===== config.mk =====
export PLATFORM = sky130hd
export DESIGN_NAME = disk_tag_logic
export DESIGN_NICKNAME = d
export VERILOG_FILES = /design/src/hdl/disk_tag_pkg.sv /design/src/hdl/timer_if.sv /design/src/hdl/interval_timer.sv /design/src/hdl/pulse_qualifier.sv /design/src/hdl/disk_tag_logic.sv
export SDC_FILE = /design/constraint.sdc
export NUM_CORES = 1
export LEC_CHECK = 0
export ABC_CLOCK_PERIOD_IN_PS = 6700
export BUFFER_PORTS_ARGS = -buffer_cell sky130_fd_sc_hd__buf_2
export CORE_ASPECT_RATIO = 1.4
export CORE_MARGIN = 3
export CORE_UTILIZATION = 45
export DETAILED_ROUTE_END_ITERATION = 16
export PLACE_DENSITY = 0.67
export SLEW_MARGIN = 30
export SYNTH_ARGS = -nofsm -noshare
export SYNTH_HDL_FRONTEND = slang
export SYNTH_SLANG_ARGS = --single-unit

===== constraint.sdc =====
create_clock -name ref_clk -period 6.7 [get_ports ref_clk]
set_input_delay 0.335 -clock ref_clk [delete_from_list [all_inputs] [get_ports ref_clk]]
set_output_delay 0.335 -clock ref_clk [all_outputs]
set_load 0.005 [all_outputs]

===== src/hdl/disk_tag_pkg.sv =====
// Constants, register map and types for the drive tag and sector logic.
// How it works
// [RULE1] Bus bits valid only while control tag
// [RULE2] Bit 0 write driver, bit 1 read
// [RULE3] Controller raises read window within 6 us
// [RULE4] Physical offset follows bits 2 and 3
// [RULE5] Controller waits 4 ms after offset
// [RULE6] Controller avoids writing while offset held
// [RULE7] Dummy offset only mimics status timing
// [RULE8] Cartridge write during offset sets fault
// [RULE9] Embedded offset toggle drops on-track 2 ms
// [RULE10] Fault clear 100 ns, only if gone
// [RULE11] Embedded fault clear needs 300 ns
// [RULE12] Mark gap write erases, suppresses write fault
// [RULE13] Mark gap read reports gap over 16 bits
// [RULE14] Controller holds bit 5 low if unused
// [RULE15] Recalibrate pulse 250 ns to 1 ms; on the embedded variant the code requires at least 300 ns
// [RULE16] Embedded recalibrate: head zero, 500 ms, off-track
// [RULE17] Bits 7 and 8 shift strobe while reading
// [RULE18] Bit 9 clears both reserves
// [RULE19] Reserve timer frees drive after 500 ms
// [RULE20] Select reserves; release honoured after 500 ns
// [RULE21] Priority select suppresses opposite channel entirely
// [RULE22] Sector spans preset plus one clocks
// [RULE23] Each servo clock equals 12 bits
// [RULE24] Cartridge and embedded give 63 sectors
// [RULE25] Cartridge volume change suppresses sectors until index
// [RULE26] Pulse widths checked by counting clock cycles
package disk_tag_pkg;

  localparam int CLK_PERIOD_NS = 50;

  // ==========================================================
  // Timing figures
  localparam int FCLR_MIN_NS      = 100;
  localparam int FCLR_EMB_MIN_NS  = 300;
  localparam int RECAL_MIN_NS     = 250;
  localparam int RECAL_MAX_NS     = 1000000;
  localparam int RELEASE_MIN_NS   = 500;
  localparam int OFFSET_HOLD_US   = 2750;
  localparam int EMB_HOLD_US      = 2000;
  localparam int RESERVE_HOLD_MS  = 500;
  localparam int RECAL_LIMIT_MS   = 500;

  localparam int FCLR_MIN_CYC     = (FCLR_MIN_NS + CLK_PERIOD_NS - 1) / CLK_PERIOD_NS;
  localparam int FCLR_EMB_MIN_CYC = (FCLR_EMB_MIN_NS + CLK_PERIOD_NS - 1) / CLK_PERIOD_NS;
  localparam int RECAL_MIN_CYC    = (RECAL_MIN_NS + CLK_PERIOD_NS - 1) / CLK_PERIOD_NS;
  localparam int RECAL_MAX_CYC    = RECAL_MAX_NS / CLK_PERIOD_NS;
  localparam int RELEASE_MIN_CYC  = (RELEASE_MIN_NS + CLK_PERIOD_NS - 1) / CLK_PERIOD_NS;
  localparam int OFFSET_HOLD_CYC  = OFFSET_HOLD_US * 1000 / CLK_PERIOD_NS;
  localparam int EMB_HOLD_CYC     = EMB_HOLD_US * 1000 / CLK_PERIOD_NS;
  localparam int RESERVE_HOLD_CYC = RESERVE_HOLD_MS * 20000;
  localparam int RECAL_LIMIT_CYC  = RECAL_LIMIT_MS * 20000;

  // ==========================================================
  // Sector and mark constants
  localparam int SECTOR_PRESET_W  = 12;
  localparam int SECTORS_PER_REV  = 63;
  localparam int BITS_PER_SCLK    = 12;
  localparam int MARK_GAP_BITS    = 16;
  localparam int MARK_GAP_SCLK    = MARK_GAP_BITS / BITS_PER_SCLK + 1;

  // ==========================================================
  // Register map (byte addresses) and reset values
  localparam logic [3:0]  ADDR_CTRL    = 4'h0;
  localparam logic [3:0]  ADDR_PRESET  = 4'h4;
  localparam logic [3:0]  ADDR_STATUS  = 4'h8;
  localparam logic [3:0]  CTRL_RESET   = 4'h0;
  localparam logic [11:0] PRESET_RESET = 12'hD28;
  localparam int CTRL_VARIANT_LSB = 0;
  localparam int CTRL_TIMER_BIT   = 2;
  localparam int CTRL_DUAL_BIT    = 3;

  typedef enum logic [1:0] {
    VAR_PHYSICAL  = 2'b00,
    VAR_DUMMY     = 2'b01,
    VAR_CARTRIDGE = 2'b11,
    VAR_EMBEDDED  = 2'b10
  } variant_type;

  typedef enum logic [1:0] {
    OWN_NONE = 2'b00,
    OWN_A    = 2'b01,
    OWN_B    = 2'b11
  } owner_type;

endpackage : disk_tag_pkg


===== src/hdl/timer_if.sv =====
// Start/load/busy carrier between the main block and its interval timers.
`timescale 1ns/1ps
interface timer_if #(parameter int W = 24);
  logic         start;
  logic [W-1:0] load;
  logic         busy;
  modport ctl (output start, output load, input busy);
  modport tmr (input start, input load, output busy);
endinterface : timer_if


===== src/hdl/interval_timer.sv =====
// Loadable down-counting interval timer.
`timescale 1ns/1ps
module interval_timer #(
  parameter int W = 24
) (
  input wire logic ref_clk,
  input wire logic rst_b,
  timer_if.tmr     t
);
  logic [W-1:0] cnt_q;

  // A start while running restarts the interval.
  always_ff @(posedge ref_clk) begin
    if (!rst_b) begin
      cnt_q <= '0;
    end else if (t.start) begin
      cnt_q <= t.load;
    end else if (cnt_q != '0) begin
      cnt_q <= cnt_q - 1'b1;
    end
  end

  assign t.busy = (cnt_q != '0);
endmodule : interval_timer


===== src/hdl/pulse_qualifier.sv =====
// Measures a high pulse in clock cycles and flags in-range widths.
`timescale 1ns/1ps
module pulse_qualifier #(
  parameter int W = 16
) (
  input  wire logic         ref_clk,
  input  wire logic         rst_b,
  input  wire logic         level,
  input  wire logic [W-1:0] min_cycles,
  input  wire logic [W-1:0] max_cycles,
  output logic              reached,
  output logic              ended
);
  logic [W-1:0] width_q;
  logic         level_q;

  always_ff @(posedge ref_clk) begin
    if (!rst_b) begin
      width_q <= '0;
      level_q <= 1'b0;
    end else begin
      level_q <= level;
      if (!level) begin
        width_q <= '0;
      end else if (width_q != '1) begin
        width_q <= width_q + 1'b1;
      end
    end
  end

  // [RULE26] width counted in cycles
  assign reached = level && (width_q == min_cycles - 1'b1);
  // A zero maximum means no upper bound, even at saturation; with a nonzero maximum saturation counts as too long.
  assign ended = level_q && !level && (width_q >= min_cycles) &&
                 ((max_cycles == '0) || ((width_q <= max_cycles) && (width_q != '1)));
endmodule : pulse_qualifier


===== src/hdl/disk_tag_logic.sv =====
// Drive-side control tag decoder, fault, recalibrate, reservation and sector logic.
//
// Design decisions made here: the Avalon-MM interface to the registers and the register offsets.
`timescale 1ns/1ps
module disk_tag_logic
  import disk_tag_pkg::*;
#(
  parameter int OFFSET_HOLD  = OFFSET_HOLD_CYC,
  parameter int EMB_HOLD     = EMB_HOLD_CYC,
  parameter int RESERVE_HOLD = RESERVE_HOLD_CYC,
  parameter int RECAL_LIMIT  = RECAL_LIMIT_CYC
) (
  input  wire logic        ref_clk,
  input  wire logic        rst_b,
  input  wire logic [3:0]  avs_address,
  input  wire logic        avs_read,
  input  wire logic        avs_write,
  input  wire logic [31:0] avs_writedata,
  output logic      [31:0] avs_readdata,
  output logic             avs_waitrequest,
  input  wire logic        control_select,
  input  wire logic [9:0]  bus_bits,
  input  wire logic        index_pin,
  input  wire logic        servo_clk_pin,
  input  wire logic        volume_change_tag,
  input  wire logic        select_a,
  input  wire logic        select_b,
  input  wire logic        priority_a,
  input  wire logic        priority_b,
  input  wire logic        enable_a,
  input  wire logic        enable_b,
  input  wire logic        fault_condition,
  input  wire logic        write_fault_condition,
  input  wire logic        read_signal_present,
  input  wire logic        home_reached,
  output logic             write_enable,
  output logic             read_enable,
  output logic             read_sync_start,
  output logic             offset_toward_spindle,
  output logic             offset_away_spindle,
  output logic             on_track,
  output logic             fault,
  output logic             write_fault,
  output logic             mark_erase,
  output logic             mark_found,
  output logic             strobe_early,
  output logic             strobe_late,
  output logic             recalibrate_home,
  output logic             head_reset,
  output logic             volume_select,
  output logic             seek_error_clear,
  output logic             unit_selected_a,
  output logic             unit_selected_b,
  output logic             busy_a,
  output logic             busy_b,
  output logic             sector_pulse
);

  // ==========================================================
  // Pin synchronisers
  localparam int NPIN = 24;
  logic [NPIN-1:0] pin_raw;
  logic [NPIN-1:0] meta_q;
  logic [NPIN-1:0] sync_q;
  logic [NPIN-1:0] last_q;

  assign pin_raw = {control_select, bus_bits, index_pin, servo_clk_pin, volume_change_tag,
                    select_a, select_b, priority_a, priority_b, enable_a, enable_b,
                    fault_condition, write_fault_condition, read_signal_present, home_reached};

  always_ff @(posedge ref_clk) begin
    if (!rst_b) begin
      meta_q <= '0;
      sync_q <= '0;
      last_q <= '0;
    end else begin
      meta_q <= pin_raw;
      sync_q <= meta_q;
      last_q <= sync_q;
    end
  end

  logic       s_tag;
  logic [9:0] s_bus;
  logic       s_index;
  logic       s_sclk;
  logic       s_vol;
  logic       s_sel_a;
  logic       s_sel_b;
  logic       s_pri_a;
  logic       s_pri_b;
  logic       s_en_a;
  logic       s_en_b;
  logic       s_fcond;
  logic       s_wfcond;
  logic       s_rdsig;
  logic       s_home;
  assign {s_tag, s_bus, s_index, s_sclk, s_vol, s_sel_a, s_sel_b, s_pri_a, s_pri_b,
          s_en_a, s_en_b, s_fcond, s_wfcond, s_rdsig, s_home} = sync_q;

  logic index_edge;
  logic sclk_edge;
  logic vol_edge;
  assign index_edge = sync_q[12] && !last_q[12];
  assign sclk_edge  = sync_q[11] && !last_q[11];
  assign vol_edge   = sync_q[10] && !last_q[10];

  // ==========================================================
  // Avalon-MM slave
  logic [3:0]             ctrl_q;
  logic [SECTOR_PRESET_W-1:0] preset_q;
  logic                   ack_q;
  logic [31:0]            status_word;
  variant_type            variant;
  logic                   timer_en;
  logic                   dual_chan;

  assign variant   = variant_type'(ctrl_q[CTRL_VARIANT_LSB +: 2]);
  assign timer_en  = ctrl_q[CTRL_TIMER_BIT];
  assign dual_chan = ctrl_q[CTRL_DUAL_BIT];
  // Every access is answered one cycle after it is presented.
  assign avs_waitrequest = (avs_read || avs_write) && !ack_q;

  always_ff @(posedge ref_clk) begin
    if (!rst_b) begin
      ack_q        <= 1'b0;
      ctrl_q       <= CTRL_RESET;
      preset_q     <= PRESET_RESET;
      avs_readdata <= '0;
    end else begin
      ack_q <= (avs_read || avs_write) && !ack_q;
      if (avs_write && ack_q) begin
        if (avs_address == ADDR_CTRL) begin
          ctrl_q <= avs_writedata[3:0];
        end
        if (avs_address == ADDR_PRESET) begin
          preset_q <= avs_writedata[SECTOR_PRESET_W-1:0];
        end
      end
      if (avs_read && !ack_q) begin
        case (avs_address)
          ADDR_CTRL:   avs_readdata <= {28'h0, ctrl_q};
          ADDR_PRESET: avs_readdata <= {20'h0, preset_q};
          ADDR_STATUS: avs_readdata <= status_word;
          default:     avs_readdata <= '0;
        endcase
      end
    end
  end

  // ==========================================================
  // Control tag decode
  logic [9:0] ctl;
  logic       rd_q;
  logic       fault_q;
  logic       wfault_q;
  // [RULE1] bits gated by tag
  assign ctl = s_tag ? s_bus : 10'h000;

  logic erase_now;
  // [RULE12] write plus mark erases
  assign erase_now = ctl[0] && ctl[5] && (variant != VAR_EMBEDDED);

  // ==========================================================
  // Offset handling and on-track status
  logic [1:0]  off_last_q;
  logic        off_rise;
  logic        off_toggle;
  logic        recal_busy_q;
  timer_if #(.W(24)) hold_t ();
  interval_timer #(.W(24)) u_hold (.ref_clk(ref_clk), .rst_b(rst_b), .t(hold_t));

  assign off_toggle = (ctl[3:2] != off_last_q);
  assign off_rise   = |(ctl[3:2] & ~off_last_q);
  // [RULE9] embedded toggle drops on-track
  // [RULE7] dummy offset repeats status timing
  assign hold_t.start = (variant == VAR_EMBEDDED) ? off_toggle : off_rise;
  assign hold_t.load  = (variant == VAR_EMBEDDED) ? 24'(EMB_HOLD) : 24'(OFFSET_HOLD);

  always_ff @(posedge ref_clk) begin
    if (!rst_b) begin
      off_last_q <= 2'b00;
    end else begin
      off_last_q <= ctl[3:2];
    end
  end

  // ==========================================================
  // Fault latch
  logic fclr_ok;
  logic [15:0] fclr_min;
  logic cart_offset_write;
  assign fclr_min = (variant == VAR_EMBEDDED) ? 16'(FCLR_EMB_MIN_CYC) : 16'(FCLR_MIN_CYC);
  // [RULE11] longer minimum on embedded
  pulse_qualifier #(.W(16)) u_fclr (
    .ref_clk    (ref_clk),
    .rst_b      (rst_b),
    .level      (ctl[4]),
    .min_cycles (fclr_min),
    .max_cycles (16'h0000),
    .reached    (fclr_ok),
    .ended      ()
  );

  // [RULE8] cartridge write during offset
  assign cart_offset_write = (variant == VAR_CARTRIDGE) && ctl[0] && (|ctl[3:2]);

  // Set terms win over a clear arriving in the same cycle.
  always_ff @(posedge ref_clk) begin
    if (!rst_b) begin
      fault_q  <= 1'b0;
      wfault_q <= 1'b0;
    end else begin
      // [RULE10] clear only if cause gone
      if (fclr_ok && !s_fcond) begin
        fault_q  <= 1'b0;
        wfault_q <= 1'b0;
      end
      // [RULE12] write fault check suppressed
      if (cart_offset_write || (s_wfcond && ctl[0] && !erase_now)) begin
        fault_q  <= 1'b1;
        wfault_q <= 1'b1;
      end else if (s_fcond) begin
        fault_q <= 1'b1;
      end
    end
  end

  // ==========================================================
  // Recalibrate to track zero
  logic recal_go;
  logic [15:0] recal_min;
  timer_if #(.W(24)) recal_t ();
  interval_timer #(.W(24)) u_recal_tmr (.ref_clk(ref_clk), .rst_b(rst_b), .t(recal_t));
  assign recal_min = 16'(RECAL_MIN_CYC);
  // [RULE15] pulse width window
  pulse_qualifier #(.W(16)) u_recal (
    .ref_clk    (ref_clk),
    .rst_b      (rst_b),
    .level      (ctl[6] && (variant != VAR_EMBEDDED || RECAL_MIN_CYC > 0)),
    .min_cycles ((variant == VAR_EMBEDDED) ? fclr_min : recal_min),
    .max_cycles (16'(RECAL_MAX_CYC)),
    .reached    (),
    .ended      (recal_go)
  );
  assign recal_t.start = recal_go && (variant == VAR_EMBEDDED);
  assign recal_t.load  = 24'(RECAL_LIMIT);

  // [RULE16] embedded recalibrate bounded
  always_ff @(posedge ref_clk) begin
    if (!rst_b) begin
      recal_busy_q <= 1'b0;
    end else if (recal_t.start) begin
      recal_busy_q <= 1'b1;
    end else if (s_home || !recal_t.busy) begin
      recal_busy_q <= 1'b0;
    end
  end

  // ==========================================================
  // Channel reservation
  owner_type   own_q;
  logic        prio_q;
  logic [3:0]  since_q;
  logic        owner_sel;
  logic        owner_sel_q;
  logic        release_hit;
  logic        grant_pa;
  logic        grant_pb;
  timer_if #(.W(24)) rsv_t ();
  interval_timer #(.W(24)) u_rsv (.ref_clk(ref_clk), .rst_b(rst_b), .t(rsv_t));

  assign owner_sel = (own_q == OWN_A) ? s_sel_a : (own_q == OWN_B) ? s_sel_b : 1'b0;
  // [RULE21] priority needs both enabled
  assign grant_pa = dual_chan && s_pri_a && s_en_a && s_en_b && !(prio_q && own_q == OWN_B);
  assign grant_pb = dual_chan && s_pri_b && s_en_a && s_en_b && !(prio_q && own_q == OWN_A) && !grant_pa;
  // [RULE20] release honoured after minimum
  assign release_hit = dual_chan && ctl[9] && owner_sel && (since_q >= 4'(RELEASE_MIN_CYC));
  // [RULE19] timer started at deselection
  assign rsv_t.start = timer_en && owner_sel_q && !owner_sel && !prio_q;
  assign rsv_t.load  = 24'(RESERVE_HOLD);

  logic rsv_busy_q;
  always_ff @(posedge ref_clk) begin
    if (!rst_b) begin
      own_q       <= OWN_NONE;
      prio_q      <= 1'b0;
      since_q     <= 4'h0;
      owner_sel_q <= 1'b0;
      rsv_busy_q  <= 1'b0;
    end else begin
      owner_sel_q <= owner_sel;
      rsv_busy_q  <= rsv_t.busy;
      if (since_q != 4'hF) begin
        since_q <= since_q + 4'h1;
      end
      case (own_q)
        OWN_NONE: begin
          // [RULE20] selection reserves at once
          if (s_sel_a || grant_pa) begin
            own_q   <= OWN_A;
            since_q <= 4'h0;
          end else if (s_sel_b || grant_pb) begin
            own_q   <= OWN_B;
            since_q <= 4'h0;
          end
        end
        OWN_A, OWN_B: begin
          // [RULE18] release clears both reserves
          if (release_hit) begin
            own_q  <= OWN_NONE;
            prio_q <= 1'b0;
          end else if (rsv_busy_q && !rsv_t.busy && !owner_sel && !prio_q) begin
            own_q <= OWN_NONE;
          end else if (!dual_chan && !owner_sel && !timer_en) begin
            own_q <= OWN_NONE;
          end
        end
        default: own_q <= OWN_NONE;
      endcase
      if (grant_pa && !(prio_q && own_q == OWN_A)) begin
        own_q   <= OWN_A;
        prio_q  <= 1'b1;
        since_q <= 4'h0;
      end else if (grant_pb && !(prio_q && own_q == OWN_B)) begin
        own_q   <= OWN_B;
        prio_q  <= 1'b1;
        since_q <= 4'h0;
      end
    end
  end

  // ==========================================================
  // Sector pulse generation and address mark search
  logic [SECTOR_PRESET_W-1:0] sect_cnt_q;
  logic [5:0]                 sect_num_q;
  logic                       sect_hold_q;
  logic [1:0]                 gap_q;
  logic                       sect_due;
  logic                       sect_allowed;

  assign sect_due = sclk_edge && (sect_cnt_q == preset_q);
  // [RULE24] cap at 63 per revolution
  assign sect_allowed = ((variant != VAR_CARTRIDGE && variant != VAR_EMBEDDED) ||
                         (sect_num_q < 6'(SECTORS_PER_REV))) && !sect_hold_q;

  always_ff @(posedge ref_clk) begin
    if (!rst_b) begin
      sect_cnt_q  <= '0;
      sect_num_q  <= 6'h00;
      sect_hold_q <= 1'b0;
    end else begin
      if (index_edge) begin
        sect_cnt_q  <= '0;
        sect_num_q  <= 6'h00;
        sect_hold_q <= 1'b0;
      // [RULE22] reset costs one clock
      end else if (sect_due) begin
        sect_cnt_q <= '0;
        if (sect_num_q != 6'h3F) begin
          sect_num_q <= sect_num_q + 6'h01;
        end
      end else if (sclk_edge) begin
        sect_cnt_q <= sect_cnt_q + 1'b1;
      end
      // [RULE25] volume change holds sectors
      if (vol_edge && variant == VAR_CARTRIDGE) begin
        sect_hold_q <= 1'b1;
      end
    end
  end

  // [RULE13] gap length in servo clocks
  // [RULE23] twelve bits per clock
  always_ff @(posedge ref_clk) begin
    if (!rst_b) begin
      gap_q <= 2'b00;
    end else if (!(ctl[1] && ctl[5] && !s_rdsig) || variant == VAR_EMBEDDED) begin
      gap_q <= 2'b00;
    end else if (sclk_edge && gap_q != 2'(MARK_GAP_SCLK)) begin
      gap_q <= gap_q + 2'b01;
    end
  end

  assign status_word = {16'h0, 2'b00, sect_num_q, own_q, prio_q, recal_busy_q,
                        hold_t.busy, wfault_q, fault_q, on_track};

  // ==========================================================
  // Registered pin outputs
  logic phys_offset;
  assign phys_offset = (variant == VAR_PHYSICAL) || (variant == VAR_CARTRIDGE);

  always_ff @(posedge ref_clk) begin
    if (!rst_b) begin
      write_enable          <= 1'b0;
      read_enable           <= 1'b0;
      rd_q                  <= 1'b0;
      read_sync_start       <= 1'b0;
      offset_toward_spindle <= 1'b0;
      offset_away_spindle   <= 1'b0;
      on_track              <= 1'b0;
      fault                 <= 1'b0;
      write_fault           <= 1'b0;
      mark_erase            <= 1'b0;
      mark_found            <= 1'b0;
      strobe_early          <= 1'b0;
      strobe_late           <= 1'b0;
      recalibrate_home      <= 1'b0;
      head_reset            <= 1'b0;
      volume_select         <= 1'b0;
      seek_error_clear      <= 1'b0;
      unit_selected_a       <= 1'b0;
      unit_selected_b       <= 1'b0;
      busy_a                <= 1'b0;
      busy_b                <= 1'b0;
      sector_pulse          <= 1'b0;
    end else begin
      // [RULE2] write and read enables
      write_enable    <= ctl[0] && !fault_q;
      read_enable     <= ctl[1];
      rd_q            <= ctl[1];
      read_sync_start <= ctl[1] && !rd_q;
      // [RULE4] physical offset drive
      offset_toward_spindle <= phys_offset && ctl[2];
      offset_away_spindle   <= phys_offset && ctl[3];
      on_track    <= !hold_t.busy && !recal_busy_q;
      fault       <= fault_q;
      write_fault <= wfault_q;
      mark_erase  <= erase_now && !fault_q;
      mark_found  <= (gap_q == 2'(MARK_GAP_SCLK));
      // [RULE17] strobe shift only while reading
      strobe_early <= ctl[7] && ctl[1];
      strobe_late  <= ctl[8] && ctl[1];
      recalibrate_home <= recal_go;
      head_reset       <= recal_go;
      volume_select    <= recal_go && (variant == VAR_CARTRIDGE || variant == VAR_EMBEDDED);
      seek_error_clear <= recal_go;
      // [RULE21] opposite channel fully suppressed
      unit_selected_a <= s_sel_a && own_q == OWN_A;
      unit_selected_b <= s_sel_b && own_q == OWN_B;
      busy_a          <= s_sel_a && own_q == OWN_B && !prio_q;
      busy_b          <= s_sel_b && own_q == OWN_A && !prio_q;
      sector_pulse    <= sect_due && !index_edge && sect_allowed;
    end
  end

endmodule : disk_tag_logic


==> results.md, run 1 <==
* Simple-gate portion of the synthesized area at roughly 26%
* Max Cap Violations at 0
* First-pass DRT Iterations at 5
* Routability congestion estimate from global placement at ~0.8
* Clk buf depth at 3
* Gr usage total at between 15 and 20%
* Clock latency on the worst-skew pair at 0.52 ns
* # nets final at around 1300
* WHS at around 0.017 ns
* Min Tclk post-route at slightly below 3 ns
* Critical path type: reg2reg
* Initial antenna violation count at 0
* PwrDens at about 390 nW/um^2
* Most common cell after layout, fill and taps aside: dfxtp_1
* Layout cell share with drive strength beyond 1 at between 10 and 15%
* Number of global-route vias before repair at ~7600
* Drt drc at 0
* Period utilization at 43.6%
* EDFF count, synth at 0
* Cells after synthesis at 1169
* Syn Area/Cell at between 8 and 9 um^2
* Fill count at between 2000 and 2500
* CTS tree: yes
* CTS clk-pin slew, worst paths at 0.06 ns
* RSZ-0062 raised after global routing: no
* Register bit count reported by yosys at about 240
* Status: finished, final reports clean
* First-pass GRT wire length at ~37 mm
* Die ar. at around 25000 um^2
* H-tree level count at 1
* Setup TNS Final at 0 ns
* # rows at 65
* Placed Area at about 11000 um^2
* Number of gates resized after CTS at 0
* Core ar. at 22500 um^2
* Sw frac at about 34%
* Synth unique cells at between 50 and 60
* Wirelength per Cell at 14.5 um
* Area share of xor/xnor cells in the synthesized design at between 6 and 7%
* Utilization after layout at 52.3%
* CP max FO at 12
* Die Wd at 134 um
* Final wirelength at approximately 23 mm
* Clock skew at around 0.014 ns
* Number of CTS-inserted buffers at 25
* Root buf cell: clkbuf_16
* Largest net degree at the start of global routing at 52
* Clock Power Share at 30.4%
* Post-synthesis mux area share at approximately 1.8%
* Required time of the critical path at just over 7 ns
* Final Power at around 4.6 mW
* Synth Cell Area at roughly 10000 um^2
* Via count at slightly above 8000
* Initial Utilization at a little under half
* Area growth syn-to-layout at 13.9%
* Vias per cell at 5.31
* Endpoint type of the worst setup path: register
* DRT antenna net count at 0
* Gate power share at between 20% and 30%
* IO Count at 118
* Worst Path Arrival at 3.31 ns
* Commonest non-fill, non-tap cells in the layout: dfxtp_1 (241), nor2_1 (127), nand2_1 (83), buf_2 (79), a21oi_1 (64)
* Crit start category: register
* Ys async rst share at 0%
* CTS sink count at between 200 and 250
* Sw power at about 1.6 mW
* 1st-iter DRT viols at ~440
* Die Height at 185 um
* Port buffer count at slightly below 80
* Total grt overflow at 0
* Sequential share of power at between 40% and 50%
* Fin area at approximately 12000 um^2
* Fmax at around 340 MHz
* Worst min path class: in2reg
* Peak supply drop at between 0.2 and 0.25 mV
* Pins Over Slew Limit at 0
* Dpl hpwl at roughly 16 mm
* Relative slew slack at a little over a third
* Post-synthesis adder-cell area fraction at around 2.3%
* Main combinational cell family by area after synthesis: simple AND/OR/NAND/NOR gates
* Seq/Total Area, Yosys at a little under half
* Synth warn at 0
* Synth Area in Compound Gates at approximately an eighth
* Static Leak at ~4.8 nW
* Setup-failing EPs final at 0
* Final hold violations at 0
* Tightest Pin Transition at about 0.96 ns
* Top FF cell, synth: dfxtp_1
* Internal power at 3.05 mW
==> stage by stage <==
stage	std cells	setup slack, ns
2_1_floorplan	1186	3.99
3_3_place_gp	1506	3.83
3_5_place_dp	1506	3.80
5_1_grt	1552	3.48
4_1_cts	1552	3.74
6_report	1553	3.78
==> cell families after synthesis <==
| family | Yosys count |
|---|---|
| fa+ha+maj | 19 |
| compound gates | 209 |
| buf+inv | 97 |
| mux | 18 |
| simple gates | 511 |
| flops | 241 |
| xor+xnor | 73 |
| other cells | 1 |
==> cells in the mapped netlist, types with 20 or more instances <==
library cell / n / area share [%]
nor2_1: 127 / 4.6
xor2_1: 44 / 3.7
and2_1: 62 / 3.8
and3_1: 21 / 1.3
nor3_1: 34 / 1.6
nor4_1: 22 / 1.3
buf_4: 20 / 1.5
dfxtp_1: 241 / 47
or3_1: 27 / 1.6
nand2_1: 83 / 3.0
a21oi_1: 64 / 3.1
or4_1: 25 / 1.8
o21ai_0: 37 / 1.8
nand3_1: 38 / 1.8
clkbuf_1: 43 / 1.6
inv_1: 31 / 1.1
xnor2_1: 29 / 2.5
==> final timing paths <==
path / startpoint / end / slack (ns) / cells past startpoint
setup / recovery: u_hold.cnt_q[0] / u_hold.cnt_q[19] / 3.78 / 7
hold / removal: avs_writedata[8] / preset_q[8] / 0.02 / 3
setup reg to reg: u_hold.cnt_q[0] / u_hold.cnt_q[19] / 3.78 / 7
hold reg to reg: rd_q / read_sync_start / 0.41 / 1
==> critical path: stages (launching register included) <==
cell and delay [ns]:
dfxtp_1 0.32, inv_1 0.09, ha_1 0.16, nor3b_1 0.57
nand4bb_1 0.54, o211ai_1 0.78, or4b_2 0.25, a21oi_1 0.06
==> layout make-up <==
| type | count | area (um^2) | area share [%] |
|---|---|---|---|
| inverter | 31 | 116 | 0.988 |
| multi-input combinational | 848 | 5160 | 43.8 |
| timing repair buffer | 86 | 450 | 3.82 |
| clock buffer | 36 | 747 | 6.34 |
| tap | 301 | 377 | 3.20 |
| antenna | 1 | 2.50 | 0.0212 |
| sequential | 241 | 4820 | 41.0 |
| clock inverter | 9 | 98.8 | 0.839 |
==> power groups by stage <==
stage | combinational (mW) | clock [mW] | sequential [mW]
2_1_floorplan | 1.16 | 0 | 1.80
3_3_place_gp | 1.33 | 0 | 1.86
3_5_place_dp | 1.36 | 0 | 1.87
4_1_cts | 1.37 | 1.44 | 1.84
5_1_grt | 1.55 | 1.50 | 1.88
6_report | 1.37 | 1.40 | 1.84
==> what timing repair did <==
action | 4_1_cts | 5_1_grt
setup buffers | 0 | 0
endpoints found under the hold margin | 1 | 0
hold buffers | 1 | 0
==> registers in the layout, indices dropped and copies added (netlist names), 14 cells and up <==
name,flops
avs_readdata,14
u_recal.width_q,16
meta_q,24
u_fclr.width_q,16
sync_q,24
u_rsv.cnt_q,24
u_hold.cnt_q,24
u_recal_tmr.cnt_q,24
==> layer usage <==
| layer | wire length [um] | GRT usage (%) | vias up |
|---|---|---|---|
| li1 | - | - | 4221 |
| met1 | 10100 | 21.7 | 3856 |
| met2 | 11100 | 32.1 | 135 |
| met3 | 870 | 2.42 | 39 |
| met4 | 481 | 5.01 | 0 |
| met5 | 0 | 0 | - |
No activity file was read; power rests on OpenSTA's default activity.
==> inputs of run 2 (changes only) <==
- ABC_CLOCK_PERIOD_IN_PS: 6700 -> 2550
- PLACE_DENSITY: 0.67 -> 0.7
- clock period: 6.7 -> 2.55 ns (I/O delays scaled with it)
==> results.md, run 2 (synthesized netlist as in run 1, its figures left out) <==
* Initial Utilization at a little under half
* H-tree level count at 1
* Gr usage total at between 10% and 20%
* Required time of the critical path at between 2 and 3 ns
* Die Height at 185 um
* Worst-path cell chain: or4_4 > or4_1 > or4b_4 > o21a_1 > o31a_1
* Area growth syn-to-layout at 19.3%
* First-pass DRT Iterations at 5
* CTS tree: yes
* Largest net degree at the start of global routing at 33
* 1st-iter DRT viols at between 400 and 500
* Setup-failing EPs final at 0
* Pins Over Slew Limit at 0
* Final hold violations at 0
* CP max FO at 4
* Root buf cell: clkbuf_16
* Flop-to-flop setup slack at between 0.08 and 0.09 ns
* Relative slew slack at approximately two fifths
* Max Cap Violations at 0
* Drt drc at 0
* Via count at between 8000 and 9000
* Routability congestion estimate from global placement at approximately 0.85
* Setup crit end: u_rsv.cnt_q[23]
* CTS sink count at approximately 240
* Core ar. at between 20000 and 25000 um^2
* Status: finished, final reports clean
* Clock skew at slightly above 0.01 ns
* # nets final at about 1400
* Die ar. at around 25000 um^2
* Min Tclk post-route at between 2 and 2.5 ns
* DRT antenna net count at 0
* Fmax at 405 MHz
* First-pass GRT wire length at just under 40 mm
* Critical Path Slowest Stage Cell: or4b_4
* Clock latency on the worst-skew pair at between 0.5 and 0.6 ns
* Die Wd at about 130 um
* Vias per cell at around 5.3
* IO Count at roughly 120
* Period utilization at a little under 100%
* Layout cell share with drive strength beyond 1 at roughly an eighth
* Number of global-route vias before repair at roughly 8000
* Worst path max stage delay at around 0.57 ns
* Worst min path class: in2reg
* Final std cells w/o fill at between 1500 and 2000
* Peak supply drop at just over 0.8 mV
* Endpoint type of the worst setup path: register
* PwrDens at between 1000 and 1500 nW/um^2
* Most common cell after layout, fill and taps aside: dfxtp_1
* Antenna fix cells at 0
* Final Power at about 13 mW
* Final wirelength at 23.1 mm
* Wirelength per Cell at between 10 and 15 um
* Clk buf depth at 3
* WHS at between 0.07 and 0.08 ns
* Critical path type: reg2reg
* Post-Place Cells at ~1500
* # rows at between 60 and 70
* Worst Path Arrival at ~2.9 ns
* CTS clk-pin slew, worst paths at ~0.060 ns
* Post-CTS Setup Bufs at 0
* Initial antenna violation count at 0
* Dpl hpwl at ~17 mm
* Tightest Pin Transition at ~0.91 ns
* Number of CTS-inserted buffers at 24
* Crit start category: register
* RR Startpoint: u_rsv.cnt_q[9]
* Path depth of the worst reg2reg path at 5
* Total grt overflow at 0
* Setup TNS Final at 0 ns
* Port buffer count at just under 80
* Static Leak at 5.02 nW
* R2R Path End: u_rsv.cnt_q[23]
* Commonest non-fill, non-tap cells in the layout: dfxtp_1 (241), nor2_1 (127), nand2_1 (83), buf_2 (79), a21oi_1 (64)
* RSZ-0062 raised after global routing: no
* CP Launch Point: u_rsv.cnt_q[9]
run 2: how the worst min path moves through the flow:
stage                                 from              end  slack, ns  depth (start not counted)
after floorplan           avs_writedata[3]      preset_q[3]       0.25                          2
after global placement         bus_bits[8]       meta_q[21]       0.34                          2
after detailed placement       bus_bits[7]       meta_q[20]       0.34                          2
after CTS                   avs_address[3]  avs_readdata[3]       0.05                          4
after global routing        avs_address[3]  avs_readdata[3]       0.11                          4
final                       avs_address[3]  avs_readdata[3]       0.08                          4
run 2: final cells by class:
class                   instances  area [um^2]
inverters                      31          116
clock inverters                10          109
repair buffers                154         1050
multi-input cells             848         5150
clock buffers                  33          696
well taps                     301          377
flip-flops and latches        241         4820
fillers                      2066        10200
run 2: what timing repair did:
item | 4_1_cts | 5_1_grt
endpoints found under the hold margin | 41 | 0
hold buffers | 38 | 0
resized for setup | 0 | 2
setup endpoints to repair | 0 | 2
run 2: critical path: cells and delay by family (launching register included):
family,cells,cell delay [ns]
compound gates,2,0.41
flops,1,0.33
simple gates,3,1.62
run 2: through the flow:
stage	cell area (um^2)	worst slack (ns)	util, %
floorplan	10400	-0.0128	-
global placement	11100	0.0988	49.4
finish	12300	0.0821	54.7
global route	12300	0.00223	54.7
detailed placement	11100	0.0956	49.4
CTS	12300	0.0783	54.7
run 2: metal layers:
metal	vias to the layer above	global-route usage, %	share of wire [%]
met3	37	1.88	3.7
li1	4357	-	-
met1	4027	23.1	44
met4	0	5.79	2.2
met2	175	33.2	50
met5	-	0	0
run 2: power breakdown:
| part | internal [mW] | switching, mW |
|---|---|---|
| combinational | 1.90 | 2.32 |
| sequential | 4.31 | 0.505 |
| clock | 2.11 | 1.44 |
